**src/smpc_pkg.sv**
```systemverilog
// Constants, register map and state codes of the stop-mode power controller.
// Assumes a 100 MHz APB clock; the controller and the bench import this package.
package smpc_pkg;

   // ----------------------------------------------------------------
   // Timing
   // ----------------------------------------------------------------
   localparam int CLK_PERIOD_NS   = 10;          // pclk at 100 MHz
   localparam int PWK_TICK_NS     = 1_000_000;   // Source tick counted from pclk, about 1 kHz
   localparam int PWK_TICK_CYCLES = (PWK_TICK_NS + CLK_PERIOD_NS - 1) / CLK_PERIOD_NS;
   localparam int PWK_PRE_BITS    = 17;
   localparam int PWK_CNT_BITS    = 10;
   localparam int PWK_SHIFT_BASE  = 2;           // Period in ticks is 2^(select + base)

   // ----------------------------------------------------------------
   // Register offsets (byte addresses)
   // ----------------------------------------------------------------
   localparam logic [7:0] OFS_CTRL   = 8'h00;    // power_mgmt_control_two
   localparam logic [7:0] OFS_CONFIG = 8'h04;    // power_mgmt_control_one and options
   localparam logic [7:0] OFS_STATUS = 8'h08;    // Read-only state view

   // ----------------------------------------------------------------
   // Field positions
   // ----------------------------------------------------------------
   localparam int CTRL_PWD_BIT   = 0;            // power_down_select
   localparam int CTRL_PART_BIT  = 1;            // partial_power_down_select
   localparam int CTRL_ACK_BIT   = 2;            // pin_latch_release_ack, write one
   localparam int CTRL_FLAG_BIT  = 3;            // partial_down_wake_flag, read only
   localparam int CFG_ALLOW_BIT  = 0;            // stop_instruction_allow
   localparam int CFG_LVRE_BIT   = 1;            // low_voltage_reset_enable
   localparam int CFG_DBGE_BIT   = 2;            // debug_entry_enable
   localparam int CFG_IRQE_BIT   = 3;            // Wake pin enable
   localparam int CFG_PWKS_LSB   = 4;            // periodic_wake_period_select [6:4]
   localparam int CFG_KBE_LSB    = 8;            // Keypad pin enables [15:8]
   localparam int STAT_STATE_LSB = 0;            // State code [3:0]
   localparam int STAT_CAUSE_LSB = 4;            // Last wake cause [6:4]
   localparam int STAT_LATCH_BIT = 8;            // Pins latched

   // ----------------------------------------------------------------
   // Reset values
   // ----------------------------------------------------------------
   localparam logic [1:0]  RST_DEPTH  = 2'b00;
   localparam logic [15:0] RST_CONFIG = 16'h0000;

   // ----------------------------------------------------------------
   // States and wake causes
   // ----------------------------------------------------------------
   typedef enum logic [3:0] {
      SMPC_RUN   = 4'b0001,
      SMPC_STOP1 = 4'b0010,
      SMPC_STOP2 = 4'b0100,
      SMPC_STOP3 = 4'b1000
   } smpc_state_t;

   localparam logic [2:0] CAUSE_NONE   = 3'h0;
   localparam logic [2:0] CAUSE_RSTPIN = 3'h1;
   localparam logic [2:0] CAUSE_IRQ    = 3'h2;
   localparam logic [2:0] CAUSE_KEYPAD = 3'h3;
   localparam logic [2:0] CAUSE_PWK    = 3'h4;
   localparam logic [2:0] CAUSE_BGND   = 3'h5;

endpackage

```
**src/smpc_ctrl.sv**
```systemverilog
// Stop-mode power controller: depth selection, power and clock gating,
// wakeup handling, pin latches and the periodic wakeup source.
// Assumes the core pulses stop_exec once per executed stop instruction and
// that every pin input is already synchronous to pclk.
//
// Operation
// Shallowest stop halts all clocks and oscillator, comparator off, regulator standby; code: comparator standby, oscillator on with low-voltage reset.
// Shallowest stop keeps registers, logic and RAM; pins are not latched.
// Shallowest stop ends on reset pin, enabled interrupt pins or periodic wakeup.
// Reset pin wake resets; interrupt wakes take their vector without reset.
// An independent 1 kHz source drives periodic wakeup from intermediate and shallowest stop; code: tick counted from pclk.
// Period select zero disables the periodic function and its source.
// Debug entry enable keeps debug clocks and full regulation during stop.
// Debug entry enable forces shallowest stop with oscillator and regulator on.
// Stopped: status debug commands return a stop error, others unavailable.
// With debug entry, the background command ends stop into background mode.
// Low-voltage reset enable keeps the regulator on and forces shallowest stop.
// Every stop mode stops peripheral clocks, even with debug clocks running.
// Intermediate stop latches pins until software writes the release acknowledge.
// Deepest stop forces every I/O pin to its reset state.
// Deep wakes reset registers; RAM kept after intermediate, lost after deepest.
// Peripheral clocks halt in stop; deep wakes leave those modules reset.
// Comparator in standby during stop, reset after deep wakes.
// Keypad pins: interrupts in shallowest stop, active-low wake inputs deeper.
// Regulator standby in every stop unless low-voltage reset or debug enabled.
// Depth from power-down and partial bits at the stop instruction.
// Stop instruction not allowed forces an illegal-opcode reset instead.
// Intermediate wake sets a flag that holds until acknowledge is written.
// Depth, debug and low-voltage controls are sampled when stop executes.
//
// The APB register port and the register offsets were decided locally.

`timescale 1ns/1ns

module smpc_ctrl #(
   parameter int PWK_TICK_CYCLES = smpc_pkg::PWK_TICK_CYCLES
) (
   // Clock and reset
   input  wire logic        pclk,
   input  wire logic        presetn,
   // APB slave
   input  wire logic        psel,
   input  wire logic        penable,
   input  wire logic        pwrite,
   input  wire logic [7:0]  paddr,
   input  wire logic [31:0] pwdata,
   output logic      [31:0] prdata,
   output logic             pready,
   output logic             pslverr,
   // Processor core
   input  wire logic        stop_exec,
   output logic             illegal_op_reset,
   output logic             cpu_clk_en,
   output logic             wake_reset,
   output logic             wake_irq,
   output logic      [2:0]  wake_cause,
   output logic             pwk_irq,
   // Power, clocks and peripherals
   output logic             osc_en,
   output logic             regulator_full,
   output logic             periph_clk_en,
   output logic             periph_reset,
   output logic             comparator_standby,
   output logic             ram_retain,
   output logic             pwk_src_en,
   // Pins and wakeup sources
   input  wire logic        reset_pin_n,
   input  wire logic        irq_pin_n,
   input  wire logic        irq_req,
   input  wire logic [7:0]  keypad_pins_n,
   input  wire logic        keypad_irq,
   output logic             pins_latched,
   output logic             pins_force_default,
   output logic             keypad_wake_mode,
   // Background debug controller
   input  wire logic        dbg_background_cmd,
   input  wire logic        dbg_status_query,
   output logic             debug_clk_en,
   output logic             dbg_cmds_avail,
   output logic             dbg_status_err,
   output logic             dbg_enter_background
);
   import smpc_pkg::*;

   // ----------------------------------------------------------------
   // Declarations
   // ----------------------------------------------------------------
   smpc_state_t                  state_q,   state_d;
   logic [1:0]                   depth_q,   depth_d;
   logic [15:0]                  cfg_q,     cfg_d;
   logic                         flag_q,    flag_d;
   logic                         latch_q,   latch_d;
   logic                         dbg_q,     dbg_d;
   logic                         lvr_q,     lvr_d;
   logic [2:0]                   cause_q,   cause_d;
   logic                         wrst_q,    wrst_d;
   logic                         prst_q,    prst_d;
   logic                         wirq_q,    wirq_d;
   logic                         ill_q,     ill_d;
   logic                         bgnd_q,    bgnd_d;
   logic                         serr_q,    serr_d;
   logic [31:0]                  rdata_q,   rdata_d;
   logic [PWK_PRE_BITS-1:0]      pre_q,     pre_d;
   logic [PWK_CNT_BITS-1:0]      rcnt_q,    rcnt_d;
   logic                         rhit_q,    rhit_d;
   logic                         wr_en;
   logic                         rd_setup;
   logic                         ack_wr;
   logic                         stopped;
   logic                         pwk_on;
   logic [PWK_CNT_BITS-1:0]      pwk_limit;
   logic [2:0]                   pwks;
   logic                         deep_wake;
   logic                         mapped;

   localparam logic [PWK_PRE_BITS-1:0] PRE_LAST = PWK_PRE_BITS'(PWK_TICK_CYCLES - 1);

   // ----------------------------------------------------------------
   // Bus decode
   // ----------------------------------------------------------------
   // Zero wait states; unmapped addresses answer with an error
   assign mapped   = (paddr == OFS_CTRL) || (paddr == OFS_CONFIG) || (paddr == OFS_STATUS);
   assign pready   = 1'b1;
   assign pslverr  = psel && penable && !mapped;
   assign wr_en    = psel && penable && pwrite && mapped;
   assign rd_setup = psel && !penable && !pwrite;
   assign ack_wr   = wr_en && (paddr == OFS_CTRL) && pwdata[CTRL_ACK_BIT];
   assign prdata   = rdata_q;
   assign stopped  = (state_q != SMPC_RUN);
   assign pwks     = cfg_q[CFG_PWKS_LSB +: 3];

   // Read data captured in the setup phase so it is a flop in the access phase
   always_comb begin
      rdata_d = 32'h0000_0000;
      if (rd_setup) begin
         unique case (paddr)
            OFS_CTRL: begin
               rdata_d[CTRL_PWD_BIT]  = depth_q[0];
               rdata_d[CTRL_PART_BIT] = depth_q[1];
               rdata_d[CTRL_FLAG_BIT] = flag_q;
            end
            OFS_CONFIG: rdata_d[15:0] = cfg_q;
            OFS_STATUS: begin
               rdata_d[STAT_STATE_LSB +: 4] = state_q;
               rdata_d[STAT_CAUSE_LSB +: 3] = cause_q;
               rdata_d[STAT_LATCH_BIT]      = latch_q;
            end
            default: rdata_d = 32'h0000_0000;
         endcase
      end else begin
         rdata_d = rdata_q;
      end
   end

   always_ff @(posedge pclk or negedge presetn) begin
      if (!presetn) begin
         rdata_q <= 32'h0000_0000;
      end else begin
         rdata_q <= rdata_d;
      end
   end

   // ----------------------------------------------------------------
   // Periodic wakeup source
   // ----------------------------------------------------------------
   // Source dies with select zero and in the deepest stop, saving its power
   assign pwk_on    = (pwks != 3'h0) && (state_q != SMPC_STOP1);
   assign pwk_limit = PWK_CNT_BITS'(1) << (4'(pwks) + 4'(PWK_SHIFT_BASE));

   always_comb begin
      pre_d  = '0;
      rcnt_d = '0;
      rhit_d = 1'b0;
      if (pwk_on) begin
         pre_d  = (pre_q == PRE_LAST) ? '0 : pre_q + 1'b1;
         rcnt_d = rcnt_q;
         if (pre_q == PRE_LAST) begin
            if (rcnt_q == pwk_limit - 1'b1) begin
               rcnt_d = '0;
               rhit_d = 1'b1;
            end else begin
               rcnt_d = rcnt_q + 1'b1;
            end
         end
      end
   end

   always_ff @(posedge pclk or negedge presetn) begin
      if (!presetn) begin
         pre_q  <= '0;
         rcnt_q <= '0;
         rhit_q <= 1'b0;
      end else begin
         pre_q  <= pre_d;
         rcnt_q <= rcnt_d;
         rhit_q <= rhit_d;
      end
   end

   // ----------------------------------------------------------------
   // Stop state machine, configuration and wake actions
   // ----------------------------------------------------------------
   always_comb begin
      state_d   = state_q;
      depth_d   = depth_q;
      cfg_d     = cfg_q;
      flag_d    = flag_q;
      latch_d   = latch_q;
      dbg_d     = dbg_q;
      lvr_d     = lvr_q;
      cause_d   = cause_q;
      wrst_d    = 1'b0;
      prst_d    = 1'b0;
      wirq_d    = 1'b0;
      ill_d     = 1'b0;
      bgnd_d    = 1'b0;
      serr_d    = dbg_status_query && stopped;
      deep_wake = 1'b0;
      // Software writes; acknowledge clears flag and latch
      if (wr_en && paddr == OFS_CTRL) begin
         depth_d = {pwdata[CTRL_PART_BIT], pwdata[CTRL_PWD_BIT]};
         if (pwdata[CTRL_ACK_BIT]) begin
            flag_d  = 1'b0;
            latch_d = 1'b0;
         end
      end
      if (wr_en && paddr == OFS_CONFIG) begin
         cfg_d = pwdata[15:0];
      end
      unique case (state_q)
         SMPC_RUN: begin
            if (stop_exec) begin
               dbg_d = cfg_q[CFG_DBGE_BIT];
               lvr_d = cfg_q[CFG_LVRE_BIT];
               if (!cfg_q[CFG_ALLOW_BIT]) begin
                  ill_d = 1'b1;
               end else if (cfg_q[CFG_DBGE_BIT] || cfg_q[CFG_LVRE_BIT] || !depth_q[0]) begin
                  state_d = SMPC_STOP3;
               end else if (depth_q[1]) begin
                  state_d = SMPC_STOP2;
                  latch_d = 1'b1;
               end else begin
                  state_d = SMPC_STOP1;
               end
            end
         end
         SMPC_STOP1, SMPC_STOP2: begin
            // Wake pins are active low here whatever their old setup
            if (!reset_pin_n) begin
               cause_d   = CAUSE_RSTPIN;
               deep_wake = 1'b1;
            end else if (cfg_q[CFG_IRQE_BIT] && !irq_pin_n) begin
               cause_d   = CAUSE_IRQ;
               deep_wake = 1'b1;
            end else if ((cfg_q[CFG_KBE_LSB +: 8] & ~keypad_pins_n) != 8'h00) begin
               cause_d   = CAUSE_KEYPAD;
               deep_wake = 1'b1;
            end else if (state_q == SMPC_STOP2 && rhit_q) begin
               cause_d   = CAUSE_PWK;
               deep_wake = 1'b1;
            end
            if (deep_wake) begin
               state_d = SMPC_RUN;
               wrst_d  = 1'b1;
               prst_d  = 1'b1;
               depth_d = RST_DEPTH;
               cfg_d   = RST_CONFIG;
               if (state_q == SMPC_STOP2) begin
                  flag_d = 1'b1;
               end
            end
         end
         SMPC_STOP3: begin
            if (!reset_pin_n) begin
               state_d = SMPC_RUN;
               cause_d = CAUSE_RSTPIN;
               wrst_d  = 1'b1;
            end else if (dbg_q && dbg_background_cmd) begin
               state_d = SMPC_RUN;
               cause_d = CAUSE_BGND;
               bgnd_d  = 1'b1;
            end else if (irq_req || keypad_irq || rhit_q) begin
               state_d = SMPC_RUN;
               cause_d = irq_req ? CAUSE_IRQ : (keypad_irq ? CAUSE_KEYPAD : CAUSE_PWK);
               wirq_d  = 1'b1;
            end
         end
      endcase
   end

   always_ff @(posedge pclk or negedge presetn) begin
      if (!presetn) begin
         state_q <= SMPC_RUN;
         depth_q <= RST_DEPTH;
         cfg_q   <= RST_CONFIG;
         flag_q  <= 1'b0;
         latch_q <= 1'b0;
         dbg_q   <= 1'b0;
         lvr_q   <= 1'b0;
         cause_q <= CAUSE_NONE;
         wrst_q  <= 1'b0;
         prst_q  <= 1'b0;
         wirq_q  <= 1'b0;
         ill_q   <= 1'b0;
         bgnd_q  <= 1'b0;
         serr_q  <= 1'b0;
      end else begin
         state_q <= state_d;
         depth_q <= depth_d;
         cfg_q   <= cfg_d;
         flag_q  <= flag_d;
         latch_q <= latch_d;
         dbg_q   <= dbg_d;
         lvr_q   <= lvr_d;
         cause_q <= cause_d;
         wrst_q  <= wrst_d;
         prst_q  <= prst_d;
         wirq_q  <= wirq_d;
         ill_q   <= ill_d;
         bgnd_q  <= bgnd_d;
         serr_q  <= serr_d;
      end
   end

   // ----------------------------------------------------------------
   // Power, clock and pin controls
   // ----------------------------------------------------------------
   // All decoded from flops, so they change one edge after entry
   assign cpu_clk_en         = !stopped;
   assign periph_clk_en      = !stopped;
   assign osc_en             = !stopped || dbg_q || lvr_q;
   assign regulator_full     = !stopped || dbg_q || lvr_q;
   assign debug_clk_en       = !stopped || dbg_q;
   assign comparator_standby = stopped;
   assign ram_retain         = (state_q != SMPC_STOP1);
   assign pins_latched       = latch_q;
   assign pins_force_default = (state_q == SMPC_STOP1);
   assign keypad_wake_mode   = (state_q == SMPC_STOP1) || (state_q == SMPC_STOP2);
   assign pwk_src_en         = pwk_on;
   assign pwk_irq            = rhit_q && !stopped;
   assign dbg_cmds_avail     = !stopped;
   assign dbg_status_err     = serr_q;
   assign dbg_enter_background = bgnd_q;
   assign wake_reset         = wrst_q;
   assign periph_reset       = prst_q;
   assign wake_irq           = wirq_q;
   assign wake_cause         = cause_q;
   assign illegal_op_reset   = ill_q;

   // ----------------------------------------------------------------
   // Assertions
   // ----------------------------------------------------------------
   a_stop_disallowed: assert property (@(posedge pclk) disable iff (!presetn)
      (state_q == SMPC_RUN && stop_exec && !cfg_q[CFG_ALLOW_BIT])
      |=> (illegal_op_reset && state_q == SMPC_RUN))
      else $error("disallowed stop did not force illegal reset");

   a_override_shallow: assert property (@(posedge pclk) disable iff (!presetn)
      (state_q == SMPC_RUN && stop_exec && cfg_q[CFG_ALLOW_BIT]
       && (cfg_q[CFG_DBGE_BIT] || cfg_q[CFG_LVRE_BIT]))
      |=> (state_q == SMPC_STOP3 && osc_en && regulator_full))
       else $error("override did not give shallow stop with power on");

   a_depth_deep: assert property (@(posedge pclk) disable iff (!presetn)
      (state_q == SMPC_RUN && stop_exec && cfg_q[2:0] == 3'b001 && depth_q == 2'b01)
      |=> (state_q == SMPC_STOP1 && pins_force_default && !ram_retain))
      else $error("deepest stop not entered");

   a_latch_hold: assert property (@(posedge pclk) disable iff (!presetn)
      (pins_latched && !ack_wr) |=> pins_latched)
      else $error("pin latch released without acknowledge");

   a_stop_clocks: assert property (@(posedge pclk) disable iff (!presetn)
      stopped |-> (!periph_clk_en && !cpu_clk_en && comparator_standby))
      else $error("clocks running in stop");

   a_reg_standby: assert property (@(posedge pclk) disable iff (!presetn)
      (stopped && !dbg_q && !lvr_q) |-> (!regulator_full && !osc_en && !debug_clk_en))
      else $error("regulator not in standby");

   a_flag_set: assert property (@(posedge pclk) disable iff (!presetn)
      (state_q == SMPC_STOP2 && state_d == SMPC_RUN)
      |=> (flag_q && wake_reset && periph_reset) ##1 !wake_reset)
      else $error("intermediate wake flag or reset missing");

   a_irq_wake: assert property (@(posedge pclk) disable iff (!presetn)
      (state_q == SMPC_STOP3 && reset_pin_n && !(dbg_q && dbg_background_cmd) && irq_req)
      |=> (wake_irq && !wake_reset && wake_cause == CAUSE_IRQ && !stopped))
      else $error("interrupt wake from shallow stop wrong");

   a_pwk_off: assert property (@(posedge pclk) disable iff (!presetn)
      (pwks == 3'h0) [*2] |-> (!pwk_src_en && !rhit_q))
      else $error("periodic source active with select zero");

   a_status_err: assert property (@(posedge pclk) disable iff (!presetn)
      (dbg_status_query && stopped) |=> dbg_status_err)
      else $error("status query in stop gave no error");

   c_stop1_wake: cover property (@(posedge pclk) disable iff (!presetn)
      state_q == SMPC_STOP1 ##1 wake_reset);
   c_stop2_pwk: cover property (@(posedge pclk) disable iff (!presetn)
      state_q == SMPC_STOP2 ##1 (wake_reset && wake_cause == CAUSE_PWK));
   c_stop3_bgnd: cover property (@(posedge pclk) disable iff (!presetn)
      state_q == SMPC_STOP3 ##1 dbg_enter_background);
   c_stop3_irq: cover property (@(posedge pclk) disable iff (!presetn)
      state_q == SMPC_STOP3 ##1 wake_irq);

endmodule

```
**config.mk**
```make
export PLATFORM = sky130hd
export DESIGN_NAME = smpc_ctrl
export DESIGN_NICKNAME = d
export VERILOG_FILES = /design/src/smpc_pkg.sv /design/src/smpc_ctrl.sv
export SDC_FILE = /design/constraint.sdc
export NUM_CORES = 1
export LEC_CHECK = 0
export BUFFER_PORTS_ARGS = -buffer_cell sky130_fd_sc_hd__buf_4
export CAP_MARGIN = 30
export CELL_PAD_IN_SITES_DETAIL_PLACEMENT = 1
export CELL_PAD_IN_SITES_GLOBAL_PLACEMENT = 2
export CORE_AREA = 2 2 128 143
export CTS_CLUSTER_DIAMETER = 80
export DETAILED_ROUTE_END_ITERATION = 7
export DIE_AREA = 0 0 130 145
export PLACE_DENSITY_LB_ADDON = 0.1
export SYNTH_ARGS = -nofsm -noshare
export SYNTH_HDL_FRONTEND = slang
export SYNTH_SLANG_ARGS = --single-unit
```
**constraint.sdc**
```tcl
create_clock -name pclk -period 7 [get_ports pclk]
set_input_delay 0.35 -clock pclk [delete_from_list [all_inputs] [get_ports pclk]]
set_output_delay 0.35 -clock pclk [all_outputs]
set_load 0.03 [all_outputs]
```
Word level (Yosys, flattened, before mapping) --
Index checks and enable logic that the tools add are counted.
Word-level totals: register bits after elaboration 79, bits of input ports 60, word-level logic and storage cells 149
Cells by class: multiplexer cells 71, reductions and logical operators 37, add/sub/neg operators 4, shift operators 1, bitwise operators 2, equality and inequality tests 16
Operators with widths (number):
- 2-to-1 mux 16 bit | 3
- 2-to-1 mux 1 bit | 34
- 2-to-1 mux 17 bit | 2
- 2-to-1 mux 10 bit | 3
- 2-to-1 mux 3 bit | 10
- 2-to-1 mux 4 bit | 7
- adder 17 x 1 -> 17 bit, second input constant | 1
- == test 17 bit, second input constant | 1
- logical AND 1 bit | 14
- case mux 3 bit (2 select lines) | 2
- case mux 4 bit (3 select lines) | 1
- adder 10 x 1 -> 10 bit, second input constant | 1
- == test 10 bit | 1
- << shifter 1 x 4 -> 10 bit, first input constant | 1
- subtractor 10 x 1 -> 10 bit, second input constant | 1
- logical OR 1 bit | 9
- bitwise AND 8 bit | 1
- == test 8 x 3 -> 1 bit, second input constant | 1
- == test 8 x 4 -> 1 bit, second input constant | 1
- logical NOT 8 bit | 1
- inverter 8 bit | 1
- nonzero test 8 bit | 1
- 2-to-1 mux 7 bit | 1
- logical NOT 1 bit | 6
- 21 further kinds | 27

Depth between registers and ports, before layout --
Gate-level depths: netlist of run 1.
depth after elaboration 11, depth in mapped cells 9

Least setup slack after synthesis of run 1 --
No wires, ideal clock.
path kind register to output, start register state_q[0], end output regulator_full, arrival 2.808 ns, cell stages (with the launch flop) 4, path buffers 1, data required time 6.650 ns, slack 3.842 ns, path through dfstp_2 -> nor4b_1 -> or3_1 -> buf_4
On the way: word-level cells in the longest chain between the ends 4
Ends and longest elaborated chain:
- start: declaration | line smpc_ctrl.sv:88 | smpc_state_t state_q, state_d;
- start signal: assignment | line smpc_ctrl.sv:308 | state_q <= state_d;
- != test 4 x 1 -> 1 bit | line smpc_ctrl.sv:129 | assign stopped = (state_q != SMPC_RUN);
- logical NOT 1 bit
- named net cpu_clk_en | line smpc_ctrl.sv:53 | output logic cpu_clk_en,
- logical OR 1 bit (2 in a row) | line smpc_ctrl.sv:332 | assign regulator_full = !stopped || dbg_q || lvr_q;
- end: declaration | line smpc_ctrl.sv:60 | output logic regulator_full,
The timed path passes the listed nets, and every way through them passes these cells.

Worst setup path after layout of run 1 --
start register cfg_q[5], end register rcnt_q[2]
On the way: word-level cells in the longest chain between the ends 7
Ends and longest elaborated chain:
- start: declaration | line smpc_ctrl.sv:90 | logic [15:0] cfg_q, cfg_d;
- start signal: assignment | line smpc_ctrl.sv:310 | cfg_q <= cfg_d;
- adder 3 x 2 -> 4 bit | line smpc_ctrl.sv:168 | assign pwk_limit = PWK_CNT_BITS'(1) << (4'(pwks) + 4'(PWK_SHIFT_BASE));
- << shifter 1 x 4 -> 10 bit | line smpc_ctrl.sv:168
- subtractor 10 x 1 -> 10 bit | line smpc_ctrl.sv:178 | if (rcnt_q == pwk_limit - 1'b1) begin
- == test 10 bit | line smpc_ctrl.sv:178
- 2-to-1 mux 10 bit | line smpc_ctrl.sv:178
- 2-to-1 mux 10 bit | line smpc_ctrl.sv:177 | if (pre_q == PRE_LAST) begin
- 2-to-1 mux 10 bit | line smpc_ctrl.sv:174 | if (pwk_on) begin
- end signal: assignment | line smpc_ctrl.sv:195 | rcnt_q <= rcnt_d;
- end: declaration | line smpc_ctrl.sv:104 | logic [PWK_CNT_BITS-1:0] rcnt_q, rcnt_d;
Parallel ways exist; a longest one is shown, timed or not. The select of a mux whose other input is x is not followed. A chain may end at the register's enable or synchronous reset.

==> results of run 1 <==
[cells in the final DEF (no fill, tap or decap), drive strengths merged, types with 6 or more instances in the layout]
master   n
and2     6
buf     88
nand4    8
ha       7
nand2   50
inv     20
clkbuf  12
nor3b    6
nand2b   6
a221oi   6
o21ai    9
a21oi   10
a221o    6
mux2i   22
dfrtp   78
xor2    14
nor2    65
nor3     6
conb    17
nand3   18
xnor2   11
[layer usage]
metal / vias to the layer above / global-route usage, % / routed length (um)
li1: 1664 / - / -
met1: 1700 / 16.7 / 5200
met2: 51 / 22.5 / 6150
met3: 14 / 3.76 / 584
met4: 0 / 5.59 / 244
met5: - / 0 / 0
[power by group through the flow]
stage	clock (uW)	combinational [uW]	sequential, uW
floorplan	0	156	546
global placement	0	289	518
detailed placement	0	289	519
CTS	472	290	510
global route	484	310	514
finish	453	284	510
[what timing repair did]
action                                 4_1_cts  5_1_grt
hold buffers                                 1        0
endpoints found under the hold margin       25        0
buffers inserted                             0        0
[final cells by class]
type                    count  area, sq um  area share, %
clock inverters             4         20.0          0.372
clock buffers              12          256           4.76
flip-flops and latches     79         1980           36.7
repair buffers             89          691           12.8
multi-input cells         329         2070           38.4
well taps                 238          298           5.53
inverters                  20         75.1           1.39
[registers in the layout (all words and copies together) (netlist names), 2 cells and up]
register / count
rcnt_q: 10
prdata: 16
wake_cause: 3
cfg_q: 16
pre_q: 17
state_q: 4
depth_q: 2
[kinds of logic after synthesis]
family	Yosys count
and+or+nand+nor	198
DFF	79
AOI/OAI and AO/OA	55
buffers and inverters	55
muxes	27
xor gates and xnor gates	25
adders and majority gates	7
other	2
[how the worst max path moves through the flow]
stage / depth (start not counted) / end / slack, ns / from
after floorplan: 3 / regulator_full / 3.84 / state_q[0]$_DFFE_PN1P_
after global placement: 8 / rcnt_q[2]$_DFFE_PN0P_ / 3.93 / cfg_q[5]$_DFF_PN0_
after detailed placement: 8 / rcnt_q[3]$_DFFE_PN0P_ / 3.86 / cfg_q[5]$_DFF_PN0_
after CTS: 8 / rcnt_q[2]$_DFFE_PN0P_ / 3.85 / cfg_q[5]$_DFF_PN0_
after global routing: 8 / rcnt_q[0]$_DFFE_PN0P_ / 3.63 / cfg_q[5]$_DFF_PN0_
final: 8 / rcnt_q[2]$_DFFE_PN0P_ / 3.86 / cfg_q[5]$_DFF_PN0_
[through the flow]
step | setup WS, ns | area (sq um) | std cells | power [uW]
3_3_place_gp | 3.93 | 5070 | 753 | 807
3_5_place_dp | 3.86 | 5100 | 754 | 808
6_report | 3.86 | 5390 | 771 | 1250
2_1_floorplan | 3.84 | 4330 | 463 | 701
4_1_cts | 3.85 | 5390 | 771 | 1270
5_1_grt | 3.63 | 5390 | 771 | 1310
[worst max-delay path, delay by kind of cell (launching register included)]
family                     cells  cell delay, ns
DFF                            1            0.63
and+or+nand+nor                2            0.41
AOI/OAI and AO/OA              4            1.49
adders and majority gates      1            0.39
buffers and inverters          1            0.09
==> metrics.yaml, run 1 <==
synth:
  syn-mean-instance-area_sq_um: 9.54
  synth.yosys.seq_area_share_pct: 46.3
  netlist_instances: 448
  synth.mux.area_fraction_pct: 6.47
  yosys.area_share.xor_xnor_pct: 5.30
  synth_top_cells_by_count: "78 x dfrtp_1, 65 x nor2_1, 50 x nand2_1"
  synthDominantAreaCellType: "dfrtp_1"
  synth_top_flop_cell: "dfrtp_1"
  post_synth_main_area_contributors: "dfrtp_1 46%, nor2_1 5.7%, mux2i_1 5.2%"
  synth.top_cell.area_share_pct: 45.7
  dominant_combinational_cell_family_by_area_after_synthesis: "simple AND/OR/NAND/NOR gates"
  synthMostInstantiatedCell: "dfrtp_1"
  synthesized_area_fraction_occupied_by_adder_cells_pct: 2.05
  syn_area_sq_mm: 0.00427
  asyncSetResetFlopFracSynth_pct: 100
  synth-seq-cells: 79
  yosysWarningCount: 0
  netlist-cell-type-count: 57
  synth_simple_gate_area_share_pct: 23.0
  synth-edff-count: 0
  synth_compound_gate_area_share_pct: 9.75
placement:
  dpl.hpwl_mm: 8.90
  port-buffer-count: 82
  place_congestion: 0.707
floorplanning:
  io-pin-count: 116
  initial_core_util_pct: 24.5
  floorplan.die.height_um: 145
  core_region_area_sq_mm: 0.0174
  placement_rows: 51
  fp.dieW_um: 130
  die-area_sq_mm: 0.0189
power_and_ir_drop:
  cellInternalPower_uw: 848
  pwr-share-seq_pct: 40.9
  p_per_area_mw_per_mm2: 232
  combinationalPowerShare_pct: 22.8
  power.clock.fraction_pct: 36.3
  cellLeakagePower_uw: 0.00263
  ir_drop_mv: 0.109
  power.net_switching_uw: 398
  switching_share_pct: 31.9
clock_network:
  clock_tree.buffer_depth: 2
  cts_repair_resize_count: 0
  clkTransAtPathRegs_ns: 0.06
  count_of_h_tree_levels_built_during_cts: 3
  cts_tree: "yes"
  numCtsBuffers: 9
  clock_latency_ns: 0.34
  cts_sinks: 79
  cts.root.buffer_cell: "clkbuf_16"
global_route:
  globalRouteTotalUtil_pct: 13.7
  overflow_left_after_global_routing: 0
  grt_antenna_before_repair: 0
  grt_max_degree: 55
  grt_pass1_vias: 3691
  grt_pass1_wl_mm: 19.8
drt:
  detail_route.wirelength_mm: 12.2
  via_count: 3429
  viasPerCell: 4.45
  antenna_violating_nets_post_route: 0
  post_drt_wl_per_cell_um: 15.8
  drt_drc_violations_left: 0
  drt_first_pass_iters: 4
  drt_iter0_markers: 99
worst_setup_path:
  worst_setup_path_end_kind: "flip-flop"
  critical_path_required_ns: 7.22
  crit-reg2reg-capture: "rcnt_q[2]$_DFFE_PN0P_"
  library_cell_contributing_the_largest_single_delay_on_the_critical_path: "a2111oi_4"
  path_class: "reg2reg"
  source_of_the_worst_register_to_register_timing_path: "cfg_q[5]$_DFF_PN0_"
  rr_worst_depth: 8
  worst-endpoint-arrival_ns: 3.36
  ff2ff_setup_slack_ns: 3.86
  cp_slowest_stage_delay_ns: 0.66
  critPathLaunchType: "flip-flop"
  worstPathCellList: "inv_1, ha_1, nor2b_1, nand3b_1, a21o_1, a2111oi_4, a21oi_2, a221o_1"
  highest_net_fanout_along_the_worst_path: 15
cells_and_area:
  layout.filler_cells: 2022
  final_net_count: 595
  post_route_cells_drive_above_1_share_pct: 23.1
  layout.core_utilization_pct: 30.9
  n_antenna_cell: 0
  syn_to_final_growth_pct: 26.0
timing:
  fin_tns_setup_ns: 0
  final.period_utilization_pct: 44.8
  fmaxAchievable_mhz: 319
  timing.final.crit_period_ns: 3.14
  worst_slew_pin_slew_ns: 0.892
  slew_headroom_pct: 40.4
  final_hold_violation_count: 0
  final.setup_skew_ns: 0.00441
  final-setup-viol-count: 0
  timing.final.max_slew_violations: 0
  timing.hold.ws_ns: 0.227
  rsz_0062_raised_after_global_routing: "false"
job:
  drv.max_cap_violation_count: 0
hold_path:
  hold_path.class: "in2reg"
  hold_critical_path_depth: 2
  hold_path_startpoint: "dbg_status_query"
  worstHoldEndpoint: "dbg_status_err$_DFF_PN0_"
status:
  status: "complete, no violations"
Power figures use the tool's default switching activity.
==> run 2: changes to the inputs <==
Clock period 7 ns to 2.7 ns, I/O delays scaled along.
==> metrics.yaml, run 2 (synthesis results as in run 1) <==
global_route:
  grt_pass1_vias: 3780  # +2.4%
  grt_antenna_before_repair: 0  # unchanged
  globalRouteTotalUtil_pct: 14.1  # +0.43 points
  overflow_left_after_global_routing: 0  # unchanged
  grt_pass1_wl_mm: 20.4  # +2.6%
  grt_max_degree: 48  # -13%
cells_and_area:
  n_antenna_cell: 0  # unchanged
  final_cells: 783  # +1.6%
  syn_to_final_growth_pct: 29.3
  final_net_count: 607  # +2.0%
  most_common_cell_after_layout_fill_and_taps_aside: "buf_4"
  largest_register: "pre_q"
  post_route_cells_drive_above_1_share_pct: 25.7  # +2.6 points
  final_cell_mix: "99 x buf_4, 78 x dfrtp_1, 65 x nor2_1"
  layout.core_utilization_pct: 31.7  # +0.82 points
  largest_register_ff_count: 17  # unchanged
worst_setup_path:
  cp_slowest_stage_delay_ns: 0.39  # -0.27 ns
  library_cell_contributing_the_largest_single_delay_on_the_critical_path: "ha_2"
  timing.critical_path.buf_inv: 2  # +1
  critPathTopFamily: "compound AO/OA/AOI/OAI gates"
  highest_net_fanout_along_the_worst_path: 9  # -6
  critical_path_origin: "cfg_q[5]$_DFF_PN0_"
  critPathLaunchType: "flip-flop"
  ff2ff_setup_slack_ns: 0.20  # -3.66 ns
  path_class: "reg2reg"
  rr_worst_depth: 9  # +1
  source_of_the_worst_register_to_register_timing_path: "cfg_q[5]$_DFF_PN0_"
  worstPathCellList: "inv_1, ha_2, nor4bb_2, xnor2_1, nand2_1, a2111oi_4, buf_4, a21oi_2, a221o_1"
  crit-reg2reg-capture: "rcnt_q[7]$_DFFE_PN0P_"
  worst_setup_path_end_kind: "flip-flop"
  critical_path_required_ns: 2.93  # -4.29 ns
  worst-endpoint-arrival_ns: 2.72  # -0.64 ns
timing:
  slew_headroom_pct: 55.0  # +15 points
  timing.final.crit_period_ns: 2.50  # -0.637 ns
  final-setup-viol-count: 0  # unchanged
  final.setup_skew_ns: 0.00854  # +0.00413 ns
  timing.final.max_slew_violations: 0  # unchanged
  fmaxAchievable_mhz: 400  # +25%
  final.period_utilization_pct: 92.6  # +48 points
  fin_tns_setup_ns: 0  # unchanged
  final_hold_violation_count: 0  # unchanged
  worst_slew_pin_slew_ns: 0.675  # -0.216 ns
hold_path:
  hold_path_startpoint: "pwdata[6]"
  worstHoldEndpoint: "cfg_q[6]$_DFF_PN0_"
  hold_critical_path_depth: 3  # +1
  hold_path.class: "in2reg"
drt:
  viasPerCell: 4.46  # +0.39%
  post_drt_wl_per_cell_um: 15.8  # +0.12%
  detail_route.wirelength_mm: 12.4  # +1.7%
  drt_first_pass_iters: 6  # +2
  via_count: 3496  # +2.0%
  antenna_violating_nets_post_route: 0  # unchanged
  drt_iter0_markers: 82  # -17%
  drt_drc_violations_left: 0  # unchanged
power_and_ir_drop:
  cellLeakagePower_uw: 0.00268  # +1.9%
  p_per_area_mw_per_mm2: 618  # +170%
  ir_drop_mv: 0.290  # +170%
placement:
  dpl.hpwl_mm: 9.16  # +3.0%
  port-buffer-count: 82  # unchanged
  placed_cells_incl_taps: 765  # +1.5%
  place_congestion: 0.731  # +3.3%
floorplanning:
  die-area_sq_mm: 0.0189  # unchanged
  floorplan.die.height_um: 145  # unchanged
  fp.dieW_um: 130  # unchanged
  placement_rows: 51  # unchanged
  io-pin-count: 116  # unchanged
  initial_core_util_pct: 24.5  # unchanged
  core_region_area_sq_mm: 0.0174  # unchanged
status:
  status: "complete, no violations"
clock_network:
  clock_tree.buffer_depth: 2  # unchanged
  clkTransAtPathRegs_ns: 0.06  # about the same
  count_of_h_tree_levels_built_during_cts: 3  # unchanged
  cts_sinks: 79  # unchanged
  clock_latency_ns: 0.35  # about the same
  numCtsBuffers: 9  # unchanged
  cts_post_setup_buffers_inserted: 0  # unchanged
  cts_tree: "yes"
  cts.root.buffer_cell: "clkbuf_16"
job:
  drv.max_cap_violation_count: 0  # unchanged
[run 2: changes by cell type in the layout (fill, tap and decap cells not counted), sizes merged]
cell,change
buf,+11
bufinv,+2
clkbuf,-1
clkinv,-4
clkinvlp,+3
dlygate4sd3,+1
[run 2: what timing repair did]
item,in CTS,in global routing
gates resized for setup,0,7
hold buffers,2,0
endpoints found under the setup margin,0,8
endpoints found under the hold margin,45,0
[run 2: report_power, final]
part           total (uW)  switching (uW)  internal, uW
clock network        1330             519           811
logic                 764             467           296
registers            1320            64.4          1260
total                3420            1050          2370
[run 2: tightest hold or removal path: cells and delay by family]
family	cells	cell delay (ns)
buffers and inverters	1	0.08
muxes	1	0.05
and+or+nand+nor	1	0.07
[run 2: worst max-delay path by stage]
stage	to	slack (ns)	cells after the start
4_1_cts	rcnt_q[7]$_DFFE_PN0P_	0.09	9
5_1_grt	rcnt_q[8]$_DFFE_PN0P_	-0.01	9
3_3_place_gp	rcnt_q[6]$_DFFE_PN0P_	0.18	9
6_report	rcnt_q[7]$_DFFE_PN0P_	0.20	9
2_1_floorplan	rcnt_q[2]$_DFFE_PN0P_	0.13	9
3_5_place_dp	rcnt_q[7]$_DFFE_PN0P_	0.10	9
[run 2: final cells by class]
type / instances / area [sq um]
sequential: 79 / 1980
inverter: 20 / 75.1
tap: 238 / 298
clock inverter: 5 / 82.6
multi-input combinational: 329 / 2100
timing repair buffer: 101 / 763
fill: 2014 / 11900
clock buffer: 11 / 233
[run 2: stage by stage]
step                      power [uW]  area (sq um)  worst slack (ns)  hold WS, ns
after floorplan                 1820          4340             0.132       -0.161
after global placement          2120          5160             0.177        0.227
after detailed placement        2120          5160             0.103        0.227
after CTS                       3480          5500            0.0945       0.0192
after global routing            3600          5530           -0.0122       0.0309
final                           3420          5530             0.200       0.0291
[run 2: per-layer routing]
metal  part of all wire [%]  GRT usage, %
met1                     44          17.3
met2                     50          23.4
met3                    4.2          3.87
met4                    1.6          5.32
met5                      0             0
